==> config.mk <==
export PLATFORM = sky130hd
export DESIGN_NAME = tmh_timer
export DESIGN_NICKNAME = d
export VERILOG_FILES = /design/src/pkg/tmh_pkg.sv /design/src/pkg/tmh_tick_if.sv /design/src/tmh_prescaler.sv /design/src/tmh_timer.sv
export SDC_FILE = /design/constraint.sdc
export NUM_CORES = 1
export LEC_CHECK = 0
export ABC_AREA = 0
export CORE_MARGIN = 4
export CORE_UTILIZATION = 31
export CTS_CLUSTER_DIAMETER = 120
export DETAILED_ROUTE_END_ITERATION = 8
export DONT_BUFFER_PORTS = 1
export PLACE_DENSITY = 0.55
export SLEW_MARGIN = 20
export SYNTH_ARGS = -nofsm -noshare
export SYNTH_HDL_FRONTEND = slang
export SYNTH_SLANG_ARGS = --single-unit
==> constraint.sdc <==
create_clock -name clk -period 6.1 [get_ports clk]
set_clock_uncertainty 0.05 [all_clocks]
set_input_delay 1.22 -clock clk [delete_from_list [all_inputs] [get_ports clk]]
set_output_delay 1.22 -clock clk [all_outputs]
set_load 0.05 [all_outputs]
==> src/pkg/tmh_pkg.sv <==
// shared constants and types for the 8-bit compare timer channel
package tmh_pkg;

  // bus geometry
  localparam int          DATA_W     = 32;
  localparam int          ADDR_W     = 28;
  localparam int          REG_W      = 8;

  // register byte addresses
  localparam logic [27:0] OFF_MODE   = 28'hFFFF580;
  localparam logic [27:0] OFF_CMP0   = 28'hFFFF584;
  localparam logic [27:0] OFF_CMP1   = 28'hFFFF588;
  localparam logic [27:0] OFF_CARR   = 28'hFFFF58C;
  localparam logic [27:0] OFF_IRQST  = 28'hFFFF590;
  localparam logic [27:0] OFF_IRQMSK = 28'hFFFF594;
  localparam logic [27:0] OFF_COUNT  = 28'hFFFF598;

  // mode register fields
  localparam int          MODE_EN    = 7;
  localparam int          MODE_CKS_H = 6;
  localparam int          MODE_CKS_L = 4;
  localparam int          MODE_OPM_H = 3;
  localparam int          MODE_OPM_L = 2;
  localparam int          MODE_LEV   = 1;
  localparam int          MODE_OEN   = 0;

  // carrier control register fields
  localparam int          CARR_RMC   = 2;
  localparam int          CARR_NRZB  = 1;
  localparam int          CARR_NRZ   = 0;

  // interrupt status / mask field
  localparam int          IRQ_MATCH  = 0;

  // values after reset
  localparam logic [7:0]  RST_REG    = 8'h00;
  localparam logic [7:0]  CNT_CLEAR  = 8'h00;

  // count clock select codes
  localparam logic [2:0]  CKS_DIV1   = 3'h0;
  localparam logic [2:0]  CKS_DIV2   = 3'h1;
  localparam logic [2:0]  CKS_DIV4   = 3'h2;
  localparam logic [2:0]  CKS_DIV16  = 3'h3;
  localparam logic [2:0]  CKS_DIV64  = 3'h4;
  localparam logic [2:0]  CKS_SLOW   = 3'h5;

  // prescaler width: slowest division is 2**10
  localparam int          DIV_W      = 10;

  // axi response codes
  localparam logic [1:0]  RESP_OKAY  = 2'h0;
  localparam logic [1:0]  RESP_SLVERR = 2'h2;

  // operating modes
  typedef enum logic [1:0] {
    TMH_INTERVAL = 2'h0,
    TMH_CARRIER  = 2'h1,
    TMH_PWM      = 2'h2,
    TMH_BADMODE  = 2'h3
  } tmh_mode_t;

endpackage

==> src/pkg/tmh_tick_if.sv <==
// count-clock request and tick between timer core and prescaler
interface tmh_tick_if;
  logic       en;
  logic [2:0] sel;
  logic       subClock;
  logic       tick;

  modport core      (output en, output sel, output subClock, input tick);
  modport prescaler (input en, input sel, input subClock, output tick);
endinterface

==> src/tmh_prescaler.sv <==
// count clock prescaler and selector for one timer channel
module tmh_prescaler #(
  parameter int CHANNEL = 0
) (
  // clock and reset
  input wire logic clk,
  input wire logic rstN,
  // tick request
  tmh_tick_if.prescaler tickIf
);
  import tmh_pkg::*;

  logic [DIV_W-1:0] div_q;
  logic             subPrev_q;
  logic             subEdge;

  if (CHANNEL < 0 || CHANNEL > 1) begin : g_chk
    $error("tmh_prescaler: CHANNEL must be 0 or 1");
  end

  // divider held at zero while stopped, so a start counts from a clean phase
  always_ff @(posedge clk or negedge rstN) begin
    if (!rstN) begin
      div_q <= '0;
    end else if (!tickIf.en) begin
      div_q <= '0;
    end else begin
      div_q <= div_q + DIV_W'(1);
    end
  end

  // subclock is synchronous already; only its rising edge counts
  always_ff @(posedge clk or negedge rstN) begin
    if (!rstN) begin
      subPrev_q <= 1'b0;
    end else begin
      subPrev_q <= tickIf.subClock;
    end
  end

  assign subEdge = tickIf.subClock & ~subPrev_q;

  // tick selection; prohibited codes give no tick at all
  always_comb begin
    unique case (tickIf.sel)
      CKS_DIV1:  tickIf.tick = tickIf.en;
      CKS_DIV2:  tickIf.tick = tickIf.en & div_q[0];
      CKS_DIV4:  tickIf.tick = tickIf.en & (&div_q[1:0]);
      CKS_DIV16: tickIf.tick = tickIf.en & (&div_q[3:0]);
      CKS_DIV64: tickIf.tick = tickIf.en & (&div_q[5:0]);
      CKS_SLOW:  tickIf.tick = tickIf.en & ((CHANNEL == 0) ? (&div_q) : subEdge);
      default:   tickIf.tick = 1'b0;
    endcase
  end

endmodule // tmh_prescaler

==> src/tmh_timer.sv <==
// 8-bit compare timer channel with axi4-lite registers
// Overview of operation
// - counter equal primary compare raises interrupt in every mode; toggles output unless a secondary match falls in the same tick
// - pwm: secondary compare match toggles output, no interrupt
// - carrier: secondary compare match raises interrupt and clears counter
// - secondary compare written while running is buffered, loaded at next old match
// - cpu write colliding with match transfer cancels that transfer
// - enable low holds counter at zero; high starts at next count clock
// - clock select picks fxx, /2, /4, /16, /64, slowest; others prohibited
// - slowest code: channel 0 uses fxx/1024, channel 1 uses subclock
// - mode field: interval, carrier, pwm; code 11 prohibited
// - default level sets idle output level; output enable gates the pin
// - mode register is byte accessible and resets to zero
// - compare registers are 8 bits, byte accessible, reset to zero
// - interval mode ignores secondary compare entirely
// - interval mode output is a 50 percent square wave
// - carrier status flag is read-only, writes ignored
//
// The AXI4-Lite slave port is this design's own decision.
module tmh_timer #(
  parameter int CHANNEL = 0,
  parameter int ADDR_W  = tmh_pkg::ADDR_W
) (
  // clock and reset
  input  wire logic                        clk,
  input  wire logic                        arst_n,
  // axi4-lite write address
  input  wire logic [ADDR_W-1:0]           s_axi_awaddr,
  input  wire logic                        s_axi_awvalid,
  output logic                             s_axi_awready,
  // axi4-lite write data and response
  input  wire logic [tmh_pkg::DATA_W-1:0]  s_axi_wdata,
  input  wire logic [3:0]                  s_axi_wstrb,
  input  wire logic                        s_axi_wvalid,
  output logic                             s_axi_wready,
  output logic [1:0]                       s_axi_bresp,
  output logic                             s_axi_bvalid,
  input  wire logic                        s_axi_bready,
  // axi4-lite read
  input  wire logic [ADDR_W-1:0]           s_axi_araddr,
  input  wire logic                        s_axi_arvalid,
  output logic                             s_axi_arready,
  output logic [tmh_pkg::DATA_W-1:0]       s_axi_rdata,
  output logic [1:0]                       s_axi_rresp,
  output logic                             s_axi_rvalid,
  input  wire logic                        s_axi_rready,
  // timer pins
  input  wire logic                        subClock,
  output logic                             timerOutputPin,
  output logic                             timerMatchIrq
);
  import tmh_pkg::*;

  if (ADDR_W != tmh_pkg::ADDR_W || CHANNEL < 0 || CHANNEL > 1) begin : g_chk
    $error("tmh_timer: ADDR_W must be 28 and CHANNEL 0 or 1");
  end

  logic [1:0]        rstSync_q;
  logic              rstN;
  logic              awHave_q;
  logic [ADDR_W-1:0] awAddr_q;
  logic              wHave_q;
  logic [7:0]        wData_q;
  logic              wLane_q;
  logic              wrFire;
  logic              wrHit;
  logic [7:0]        rdMux;
  logic              rdOk;
  logic [7:0]        timerModeReg_q;
  logic [7:0]        primaryCompare_q;
  logic [7:0]        secondaryBuf_q;
  logic [7:0]        secondaryAct_q;
  logic              reloadPend_q;
  logic [1:0]        carrierCtl_q;
  logic              carrierStatus_q;
  logic              irqStatus_q;
  logic              irqMask_q;
  logic [7:0]        count_q;
  logic              outFf_q;
  logic              wrMode;
  logic              wrCmp0;
  logic              wrCmp1;
  logic              wrCarr;
  logic              wrIrqSt;
  logic              wrIrqMsk;
  logic              enable;
  tmh_mode_t         opMode;
  logic              tick;
  logic              match0;
  logic              match1;
  logic              clearCnt;
  logic              toggleOut;
  logic              matchEvent;

  tmh_tick_if tickIf ();

  // reset release through two flops
  always_ff @(posedge clk or negedge arst_n) begin
    if (!arst_n) begin
      rstSync_q <= 2'b00;
    end else begin
      rstSync_q <= {rstSync_q[0], 1'b1};
    end
  end

  assign rstN = rstSync_q[1];

  // write address channel: one address held until the write is done
  always_ff @(posedge clk or negedge rstN) begin
    if (!rstN) begin
      awHave_q      <= 1'b0;
      awAddr_q      <= '0;
      s_axi_awready <= 1'b0;
    end else if (s_axi_awvalid && s_axi_awready) begin
      awHave_q      <= 1'b1;
      awAddr_q      <= s_axi_awaddr;
      s_axi_awready <= 1'b0;
    end else if (wrFire || !awHave_q) begin
      awHave_q      <= 1'b0;
      s_axi_awready <= 1'b1;
    end
  end

  // write data channel; only the low byte lane carries register data
  always_ff @(posedge clk or negedge rstN) begin
    if (!rstN) begin
      wHave_q      <= 1'b0;
      wData_q      <= RST_REG;
      wLane_q      <= 1'b0;
      s_axi_wready <= 1'b0;
    end else if (s_axi_wvalid && s_axi_wready) begin
      wHave_q      <= 1'b1;
      wData_q      <= s_axi_wdata[7:0];
      wLane_q      <= s_axi_wstrb[0];
      s_axi_wready <= 1'b0;
    end else if (wrFire || !wHave_q) begin
      wHave_q      <= 1'b0;
      s_axi_wready <= 1'b1;
    end
  end

  // the write lands once both halves are in and no response is pending
  assign wrFire = awHave_q & wHave_q & ~s_axi_bvalid;
  assign wrHit  = (awAddr_q == OFF_MODE)  || (awAddr_q == OFF_CMP0)  ||
                  (awAddr_q == OFF_CMP1)  || (awAddr_q == OFF_CARR)  ||
                  (awAddr_q == OFF_IRQST) || (awAddr_q == OFF_IRQMSK) ||
                  (awAddr_q == OFF_COUNT);

  // write response; unmapped addresses answer slverr and change nothing
  always_ff @(posedge clk or negedge rstN) begin
    if (!rstN) begin
      s_axi_bvalid <= 1'b0;
      s_axi_bresp  <= RESP_OKAY;
    end else if (wrFire) begin
      s_axi_bvalid <= 1'b1;
      s_axi_bresp  <= wrHit ? RESP_OKAY : RESP_SLVERR;
    end else if (s_axi_bready) begin
      s_axi_bvalid <= 1'b0;
    end
  end

  // register write strobes
  assign wrMode   = wrFire & wLane_q & (awAddr_q == OFF_MODE);
  assign wrCmp0   = wrFire & wLane_q & (awAddr_q == OFF_CMP0);
  assign wrCmp1   = wrFire & wLane_q & (awAddr_q == OFF_CMP1);
  assign wrCarr   = wrFire & wLane_q & (awAddr_q == OFF_CARR);
  assign wrIrqSt  = wrFire & wLane_q & (awAddr_q == OFF_IRQST);
  assign wrIrqMsk = wrFire & wLane_q & (awAddr_q == OFF_IRQMSK);

  // read mux; narrow registers sit in the low byte
  always_comb begin
    rdOk  = 1'b1;
    rdMux = RST_REG;
    unique case (s_axi_araddr)
      OFF_MODE:   rdMux = timerModeReg_q;
      OFF_CMP0:   rdMux = primaryCompare_q;
      OFF_CMP1:   rdMux = secondaryBuf_q;
      OFF_CARR:   rdMux = {5'h00, carrierCtl_q, carrierStatus_q};
      OFF_IRQST:  rdMux = {7'h00, irqStatus_q};
      OFF_IRQMSK: rdMux = {7'h00, irqMask_q};
      OFF_COUNT:  rdMux = count_q;
      default:    rdOk  = 1'b0;
    endcase
  end

  // read channel: one read outstanding, data registered
  always_ff @(posedge clk or negedge rstN) begin
    if (!rstN) begin
      s_axi_arready <= 1'b0;
      s_axi_rvalid  <= 1'b0;
      s_axi_rdata   <= '0;
      s_axi_rresp   <= RESP_OKAY;
    end else if (s_axi_arvalid && s_axi_arready) begin
      s_axi_arready <= 1'b0;
      s_axi_rvalid  <= 1'b1;
      s_axi_rdata   <= {24'h000000, rdMux};
      s_axi_rresp   <= rdOk ? RESP_OKAY : RESP_SLVERR;
    end else if (s_axi_rvalid && s_axi_rready) begin
      s_axi_rvalid  <= 1'b0;
      s_axi_arready <= 1'b1;
    end else if (!s_axi_rvalid) begin
      s_axi_arready <= 1'b1;
    end
  end

  // mode register; software keeps its fields still while running
  always_ff @(posedge clk or negedge rstN) begin
    if (!rstN) begin
      timerModeReg_q <= RST_REG;
    end else if (wrMode) begin
      timerModeReg_q <= wData_q;
    end
  end

  // primary compare: written freely, sampled live by the comparator
  always_ff @(posedge clk or negedge rstN) begin
    if (!rstN) begin
      primaryCompare_q <= RST_REG;
    end else if (wrCmp0) begin
      primaryCompare_q <= wData_q;
    end
  end

  // field decode
  assign enable = timerModeReg_q[MODE_EN];
  assign opMode = tmh_mode_t'(timerModeReg_q[MODE_OPM_H:MODE_OPM_L]);

  // count clock request to the prescaler
  assign tickIf.en       = enable;
  assign tickIf.sel      = timerModeReg_q[MODE_CKS_H:MODE_CKS_L];
  assign tickIf.subClock = subClock;
  // the prohibited mode code stalls the counter rather than guess a behaviour
  assign tick            = tickIf.tick & (opMode != TMH_BADMODE);

  tmh_prescaler #(
    .CHANNEL (CHANNEL)
  ) u_prescaler (
    .clk     (clk),
    .rstN    (rstN),
    .tickIf  (tickIf.prescaler)
  );

  // compare matches; secondary ignored in interval mode
  assign match0     = tick & (count_q == primaryCompare_q);
  assign match1     = tick & ((opMode == TMH_PWM) || (opMode == TMH_CARRIER)) &
                      (count_q == secondaryAct_q);
  assign clearCnt   = match0 | (match1 & (opMode == TMH_CARRIER));
  assign matchEvent = match0 | (match1 & (opMode == TMH_CARRIER));
  // both matches in one tick cancel, keeping the wave edges consistent
  assign toggleOut  = match0 ^ match1;

  // 8-bit counter, natural wrap when nothing clears it
  always_ff @(posedge clk or negedge rstN) begin
    if (!rstN) begin
      count_q <= CNT_CLEAR;
    end else if (!enable) begin
      count_q <= CNT_CLEAR;
    end else if (tick) begin
      count_q <= clearCnt ? CNT_CLEAR : count_q + 8'h01;
    end
  end

  // secondary compare buffer and match-time transfer
  always_ff @(posedge clk or negedge rstN) begin
    if (!rstN) begin
      secondaryBuf_q <= RST_REG;
      secondaryAct_q <= RST_REG;
      reloadPend_q   <= 1'b0;
    end else if (wrCmp1) begin
      secondaryBuf_q <= wData_q;
      if (!enable) begin
        secondaryAct_q <= wData_q;
        reloadPend_q   <= 1'b0;
      end else begin
        reloadPend_q   <= 1'b1; // and
      end
    end else if (match1 && reloadPend_q) begin
      secondaryAct_q <= secondaryBuf_q;
      reloadPend_q   <= 1'b0;
    end
  end

  // output flip-flop: idle level while stopped, toggles on matches
  always_ff @(posedge clk or negedge rstN) begin
    if (!rstN) begin
      outFf_q <= 1'b0;
    end else if (!enable) begin
      outFf_q <= timerModeReg_q[MODE_LEV];
    end else if (toggleOut) begin
      outFf_q <= ~outFf_q; // and
    end
  end

  // pin gated by output enable; low when disabled
  always_ff @(posedge clk or negedge rstN) begin
    if (!rstN) begin
      timerOutputPin <= 1'b0;
    end else begin
      timerOutputPin <= timerModeReg_q[MODE_OEN] & outFf_q;
    end
  end

  // carrier control bits; the status flag is never written by software
  always_ff @(posedge clk or negedge rstN) begin
    if (!rstN) begin
      carrierCtl_q    <= 2'b00;
      carrierStatus_q <= 1'b0;
    end else begin
      if (wrCarr) begin
        carrierCtl_q <= wData_q[CARR_RMC:CARR_NRZB];
      end
      carrierStatus_q <= enable & (opMode == TMH_CARRIER) &
                         timerModeReg_q[MODE_OEN];
    end
  end

  // sticky match flag, write one to clear; a new match beats the clear
  always_ff @(posedge clk or negedge rstN) begin
    if (!rstN) begin
      irqStatus_q <= 1'b0;
    end else begin
      irqStatus_q <= (irqStatus_q & ~(wrIrqSt & wData_q[IRQ_MATCH])) | matchEvent;
    end
  end

  // interrupt mask and level output
  always_ff @(posedge clk or negedge rstN) begin
    if (!rstN) begin
      irqMask_q     <= 1'b0;
      timerMatchIrq <= 1'b0;
    end else begin
      if (wrIrqMsk) begin
        irqMask_q <= wData_q[IRQ_MATCH];
      end
      timerMatchIrq <= irqStatus_q & irqMask_q;
    end
  end

endmodule // tmh_timer

Word level (Yosys, flattened, before mapping)
Cells that the tools add are included.
Word-level totals
  register bits: 117
  bits of input ports: 100
  output and inout port bits: 43
Operators by class
  equality and inequality tests: 28
  bitwise logic cells: 31
  add/sub/neg operators: 2
  reductions and logical operators: 28
  multiplexer cells: 32
Operators by type and width (number)
  28-bit == test (second input constant): 14
  8-bit one-hot mux with 7 select lines: 1
  8-bit 2-to-1 mux: 6
  1-bit bitwise AND: 25
  1-bit 2-to-1 mux: 21
  8-bit == test: 2
  10-bit by 1-bit adder with 10-bit output (second input constant): 1
  10-bit 2-to-1 mux: 1
  10-bit AND reduction: 1
  2-bit nonzero test: 5
  1-bit logical OR: 9
  8-bit by 1-bit adder with 8-bit output (second input constant): 1
  7-bit OR reduction: 1
  3-bit by 2-bit == test with 1-bit output (second input constant): 2
  3-bit == test (second input constant): 2
  1-bit one-hot mux with 6 select lines: 1
  6-bit AND reduction: 1
  1-bit logical AND: 5
  2-bit 2-to-1 mux: 2
  2-bit by 1-bit inequality test with 1-bit output (second input constant): 2
  2-bit inequality test (second input constant): 2
  2-bit AND reduction: 2
  4-bit AND reduction: 1
  3-bit by 1-bit == test with 1-bit output (second input constant): 1
  8 further kinds: 12

Logic depth before layout (Yosys ltp)
  word-level depth: 11
  depth in mapped cells: 8
  mapped depth without buffers: 7

Cells and area by module
A second synthesis with hierarchy kept.
Unflattened totals
  cells, all modules: 489
  area total of the unflattened synthesis: 5716.7 um2
Modules (own cells, without submodules)
  tmh_timer: sequential area each 2627.5 um2, instances 1, cells each 433, area each 5172.5 um2
  tmh_prescaler: sequential area each 250.2 um2, instances 1, cells each 56, area each 544.3 um2

Worst setup path before layout
Ideal clock, no wire load.
  kind: input port to flip-flop
  start: input s_axi_araddr[5]
  end: register s_axi_rdata[0] (netlist name)
  arrival time: 2.636 ns
  data required time: 5.981 ns
  library setup time: 0.069 ns
  cell stages on the path: 4
  path slack: 3.345 ns
  buffers on the path: 0
  cell sequence: nor4_1 nand3_1 a311oi_1 a22o_1
Between the ends
  longest elaborated chain between the ends: 2
  elaborated cells on any way between the ends: 8
  those cells by class: eq/ne (7); mux (1)
RTL lines
  start, declared: RTL line tmh_timer.sv:40  | input wire logic [ADDR_W-1:0] s_axi_araddr,
  28-bit == test: RTL line tmh_timer.sv:174  | unique case (s_axi_araddr)
  8-bit one-hot mux with 7 select lines (*): RTL line tmh_timer.sv:174
  end signal, assigned: RTL line tmh_timer.sv:196  | s_axi_rdata <= {24'h000000, rdMux};
  end, declared: RTL line tmh_timer.sv:43  | output logic [tmh_pkg::DATA_W-1:0] s_axi_rdata,
Every way passes the cells marked *; elsewhere a longest branch is shown, timed or not.
A chain may end at the register's enable or synchronous reset.

Final worst setup path
  start: register u_prescaler.div_q[0]
  end: register count_q[2]
Between the ends
  longest elaborated chain between the ends: 11
  elaborated cells on any way between the ends: 20
  those cells by class: eq/ne (1); mux (4); bitwise (11); reduce/logical (4)
RTL lines
  start, declared: RTL line tmh_prescaler.sv:13  | logic [DIV_W-1:0] div_q;
  start signal, assigned: RTL line tmh_prescaler.sv:28  | div_q <= div_q + DIV_W'(1);
  10-bit AND reduction, or another cell as far along: RTL line tmh_prescaler.sv:51  | CKS_SLOW: tickIf.tick = tickIf.en & ((CHANNEL == 0) ? (&div_q) : subEdge);
  1-bit bitwise AND, on equally long branches
  1-bit one-hot mux with 6 select lines (*): RTL line tmh_prescaler.sv:45  | unique case (tickIf.sel)
  1-bit bitwise AND (*): RTL line tmh_timer.sv:233  | assign tick = tickIf.tick & (opMode != TMH_BADMODE);
  1-bit bitwise AND (2 in series): RTL line tmh_timer.sv:245  | assign match1 = tick & ((opMode == TMH_PWM) || (opMode == TMH_CARRIER)) &
  1-bit bitwise AND: RTL line tmh_timer.sv:247  | assign clearCnt = match0 | (match1 & (opMode == TMH_CARRIER));
  1-bit OR: RTL line tmh_timer.sv:247
  8-bit 2-to-1 mux: RTL line tmh_timer.sv:259  | count_q <= clearCnt ? CNT_CLEAR : count_q + 8'h01;
  8-bit 2-to-1 mux: RTL line tmh_timer.sv:258  | end else if (tick) begin
  8-bit 2-to-1 mux: RTL line tmh_timer.sv:256  | end else if (!enable) begin
  end signal, assigned: RTL line tmh_timer.sv:259
  end, declared: RTL line tmh_timer.sv:78  | logic [7:0] count_q;
Every way passes the cells marked *; elsewhere a longest branch is shown, timed or not. The select of a mux whose other input is x is not followed.

==> results.json <==
{
  "critPathRequiredTime_ns": 6.39,
  "cap_violations": 0,
  "ys_dominant_reg_cell": "sky130_fd_sc_hd__dfrtp_1",
  "first_iter_violations": 213,
  "fin_crit_ns": 3.100,
  "worst_path_maximum_fanout": 11,
  "design.die.area_mm2": 0.01998,
  "ys_warn_count": 0,
  "multi_input_area_mm2": 0.002431,
  "cts_tree": "done",
  "postCtsSetupRepairBufs": 0,
  "critical_path_cell_count": 7,
  "area_after_detailed_placement_mm2": 0.005637,
  "startpoint_type": "flip-flop",
  "cts_num_sinks": 115,
  "synth_largest_type_area_fraction_pct": 52.20,
  "grt.total_usage_pct": 12.74,
  "synth_seq_area_share_pct": 52.20,
  "post_synth_inst_count": 459,
  "timing.fmax_mhz": 322.6,
  "synth_area_leader_cell": "sky130_fd_sc_hd__dfrtp_1",
  "capturing_element_type_of_the_critical_path": "flip-flop",
  "startpoint": "u_prescaler.div_q[0]",
  "coreArea_mm2": 0.01736,
  "floorplan.io_pins": 143,
  "area_growth_syn_to_layout_pct": 12.69,
  "holdWs_ns": 0.3027,
  "critical-path-max-stage-delay_ns": 0.72,
  "criticalPathCategory": "flip-flop to flip-flop",
  "first_global_vias": 3685,
  "clock_path_buffers": 2,
  "cp_cell_sequence": "ha_1 > nand3_1 > o221a_2 > a2111oi_1 > nand4_1 > nor3b_1 > a211o_1",
  "register_area_mm2": 0.002882,
  "setup_viol": 0,
  "synth_area_per_cell_um2": 12.01,
  "synth_adder_area_share_pct": 0.9079,
  "routed-via-count": 3577,
  "die_h_um": 141.4,
  "final.fill_count": 1698,
  "postRouteAntennaNets": 0,
  "final_worst_path_cycle_share_pct": 50.81,
  "synth.mux.area_fraction_pct": 14.87,
  "report.final.hold_viol_count": 0,
  "synth_compound_area_share_pct": 9.850,
  "post_cts_resized": 0,
  "final_cell_area_mm2": 0.006212,
  "yosysMostFrequentCell": "sky130_fd_sc_hd__dfrtp_1",
  "final_layout_size_suffix_gt1_share_pct": 23.14,
  "dpl.hpwl_um": 9021,
  "worst_margin_pin_slew_ns": 0.9722,
  "crit_path_top_delay_cell": "sky130_fd_sc_hd__a2111oi_1",
  "asyncSetResetFlopFracSynth_pct": 100.0,
  "setup_tns_after_final_layout_ns": 0,
  "synth_enable_flop_cells": 0,
  "port_buffers": 0,
  "rr_startpoint": "u_prescaler.div_q[0]",
  "grt_first_pass_wirelength_um": 19850,
  "ff2ff_path_depth": 7,
  "clock_transition_at_the_register_clock_pins_on_the_worst_setup_and_hold_paths_after_cts_ns": 0.05,
  "antenna_found_initial": 7,
  "finalNetCount": 567,
  "h-tree-depth": 4,
  "drc": 0,
  "vias_per_cell": 5.125,
  "post_synth_and_or_nand_nor_area_fraction_pct": 12.35,
  "rsz_0062_raised_after_global_routing": "false",
  "max_slew_margin_pct": 34.69,
  "finalCoreUtilization_pct": 35.79,
  "overflow": 0,
  "globalplace.congestion": 0.8059,
  "total_leakage_power_nw": 2.766,
  "grt_max_degree": 64,
  "outcome": "complete, no violations",
  "root_buffer": "sky130_fd_sc_hd__clkbuf_16",
  "power-per-cell-area_mw_per_mm2": 364.4,
  "cts_inserted_buffers": 17,
  "dominant_combinational_cell_family_by_area_after_synthesis": "multiplexers",
  "die_x_um": 141.4,
  "final-max-slew-violation-count": 0,
  "initial_cell_density_of_the_core_pct": 31.76,
  "drt-pass1-iter-count": 5,
  "path_buf_inv": 0,
  "core.rowCount": 48,
  "crit_family": "compound AO/OA/AOI/OAI gates",
  "hold_path.startpoint": "rstSync_q[0]",
  "hold_path_class": "flip-flop to flip-flop",
  "cts.hold.buffers_added": 0,
  "yosys.area_share.xor_xnor_pct": 3.972,
  "synth_common_cells": "115 x sky130_fd_sc_hd__dfrtp_1, 67 x sky130_fd_sc_hd__mux2_2, 26 x sky130_fd_sc_hd__buf_4",
  "avgRoutedWirePerCell_um": 17.73,
  "distinct_cells_synth": 57,
  "hold_path_depth": 0,
  "ir_worst_vdd_mv": 0.2331,
  "clk_latency_ns": 0.40,
  "mappedNetlistArea_mm2": 0.005513,
  "worst_ep_arrival_time_ns": 3.39,
  "ys_top_cells_by_area": "sky130_fd_sc_hd__dfrtp_1 52%, sky130_fd_sc_hd__mux2_2 14%, sky130_fd_sc_hd__buf_4 3.5%, sky130_fd_sc_hd__xor2_1 2.2%, sky130_fd_sc_hd__xnor2_1 1.7%",
  "route.final.wire_length_um": 12380,
  "number_of_flip_flops_and_latches_in_the_synthesized_netlist": 115,
  "total_power_mw": 2.264
}
[routing by layer]
layer  vias to the layer above  global-route usage (%)  share of wire [%]
met5                         -                       0               0.54
met4                        10                   4.284               0.29
met3                        15                   5.932                 11
met2                       147                   19.04                 44
met1                      1769                   16.33                 44
li1                       1636                       -                  -
[stage by stage]
| stage | cells | setup slack, ns |
|---|---|---|
| 5_1_grt | 698 | 2.752 |
| 6_report | 698 | 3.000 |
| 3_5_place_dp | 669 | 2.799 |
| 4_1_cts | 696 | 3.021 |
| 3_3_place_gp | 669 | 2.825 |
| 2_1_floorplan | 484 | 2.609 |
[area by class of cell]
cell class / count / area share (%)
Inverter: 10 / 0.6042
Clock inverter: 6 / 1.329
Timing Repair Buffer: 3 / 0.3625
Antenna cell: 2 / 0.08056
Sequential cell: 115 / 46.38
Multi-Input combinational cell: 316 / 39.13
Clock buffer: 21 / 7.573
Tap cell: 225 / 4.532
[kinds of logic after synthesis]
family                   after synthesis
XOR/XNOR                              25
other                                  2
flip-flops                           115
multiplexers                          72
adder cells (fa/ha/maj)                4
buffers and inverters                 53
AO/OA/AOI/OAI                         69
AND/OR/NAND/NOR                      119
[flip-flops by register name (all words and copies together) (netlist names), 2 cells and up]
name               count
wData_q                8
rstSync_q              2
carrierCtl_q           2
secondaryAct_q         8
u_prescaler.div_q     10
primaryCompare_q       8
s_axi_rdata            8
count_q                8
secondaryBuf_q         8
awAddr_q              28
timerModeReg_q         8
[report_power, final]
| group | switching (mW) | total, mW | internal (mW) |
|---|---|---|---|
| Combinational | 0.124 | 0.259 | 0.135 |
| Sequential | 0.168 | 1.07 | 0.900 |
| Clock | 0.319 | 0.937 | 0.618 |
[path summary, 6_finish.rpt]
kind                             endpoint  slack (ns)
max                            count_q[2]        3.00
min                          rstSync_q[1]        0.30
max reg2reg                    count_q[2]        3.00
min reg2reg                  rstSync_q[1]        0.30
max in group asynchronous  s_axi_rresp[1]        4.40
min in group asynchronous    awAddr_q[14]        0.31
[placed cells by master (no fill, tap or decap), types with 3 or more instances in the layout]
| cell type | n |
|---|---|
| sky130_fd_sc_hd__clkinv_2 | 3 |
| sky130_fd_sc_hd__or3_1 | 12 |
| sky130_fd_sc_hd__buf_4 | 3 |
| sky130_fd_sc_hd__conb_1 | 27 |
| sky130_fd_sc_hd__nand3_1 | 10 |
| sky130_fd_sc_hd__nand2_1 | 24 |
| sky130_fd_sc_hd__nor2_1 | 20 |
| sky130_fd_sc_hd__o2bb2ai_1 | 8 |
| sky130_fd_sc_hd__o21ai_0 | 14 |
| sky130_fd_sc_hd__clkbuf_8 | 3 |
| sky130_fd_sc_hd__a222oi_1 | 3 |
| sky130_fd_sc_hd__xnor2_1 | 11 |
| sky130_fd_sc_hd__nand3b_1 | 3 |
| sky130_fd_sc_hd__clkbuf_16 | 17 |
| sky130_fd_sc_hd__nor2b_1 | 3 |
| sky130_fd_sc_hd__nand4_1 | 10 |
| sky130_fd_sc_hd__and2_1 | 3 |
| sky130_fd_sc_hd__and3_1 | 4 |
| sky130_fd_sc_hd__a22oi_1 | 5 |
| sky130_fd_sc_hd__ha_1 | 4 |
| sky130_fd_sc_hd__nor4_1 | 4 |
| sky130_fd_sc_hd__mux2_2 | 67 |
| sky130_fd_sc_hd__mux2_4 | 3 |
| sky130_fd_sc_hd__nor3_1 | 8 |
| sky130_fd_sc_hd__a22o_1 | 9 |
| sky130_fd_sc_hd__a21oi_1 | 6 |
| sky130_fd_sc_hd__inv_1 | 10 |
| sky130_fd_sc_hd__xor2_1 | 14 |
| sky130_fd_sc_hd__o221a_1 | 8 |
| sky130_fd_sc_hd__dfrtp_1 | 114 |
| sky130_fd_sc_hd__a211o_1 | 3 |
Power figures use the tool's default switching activity.
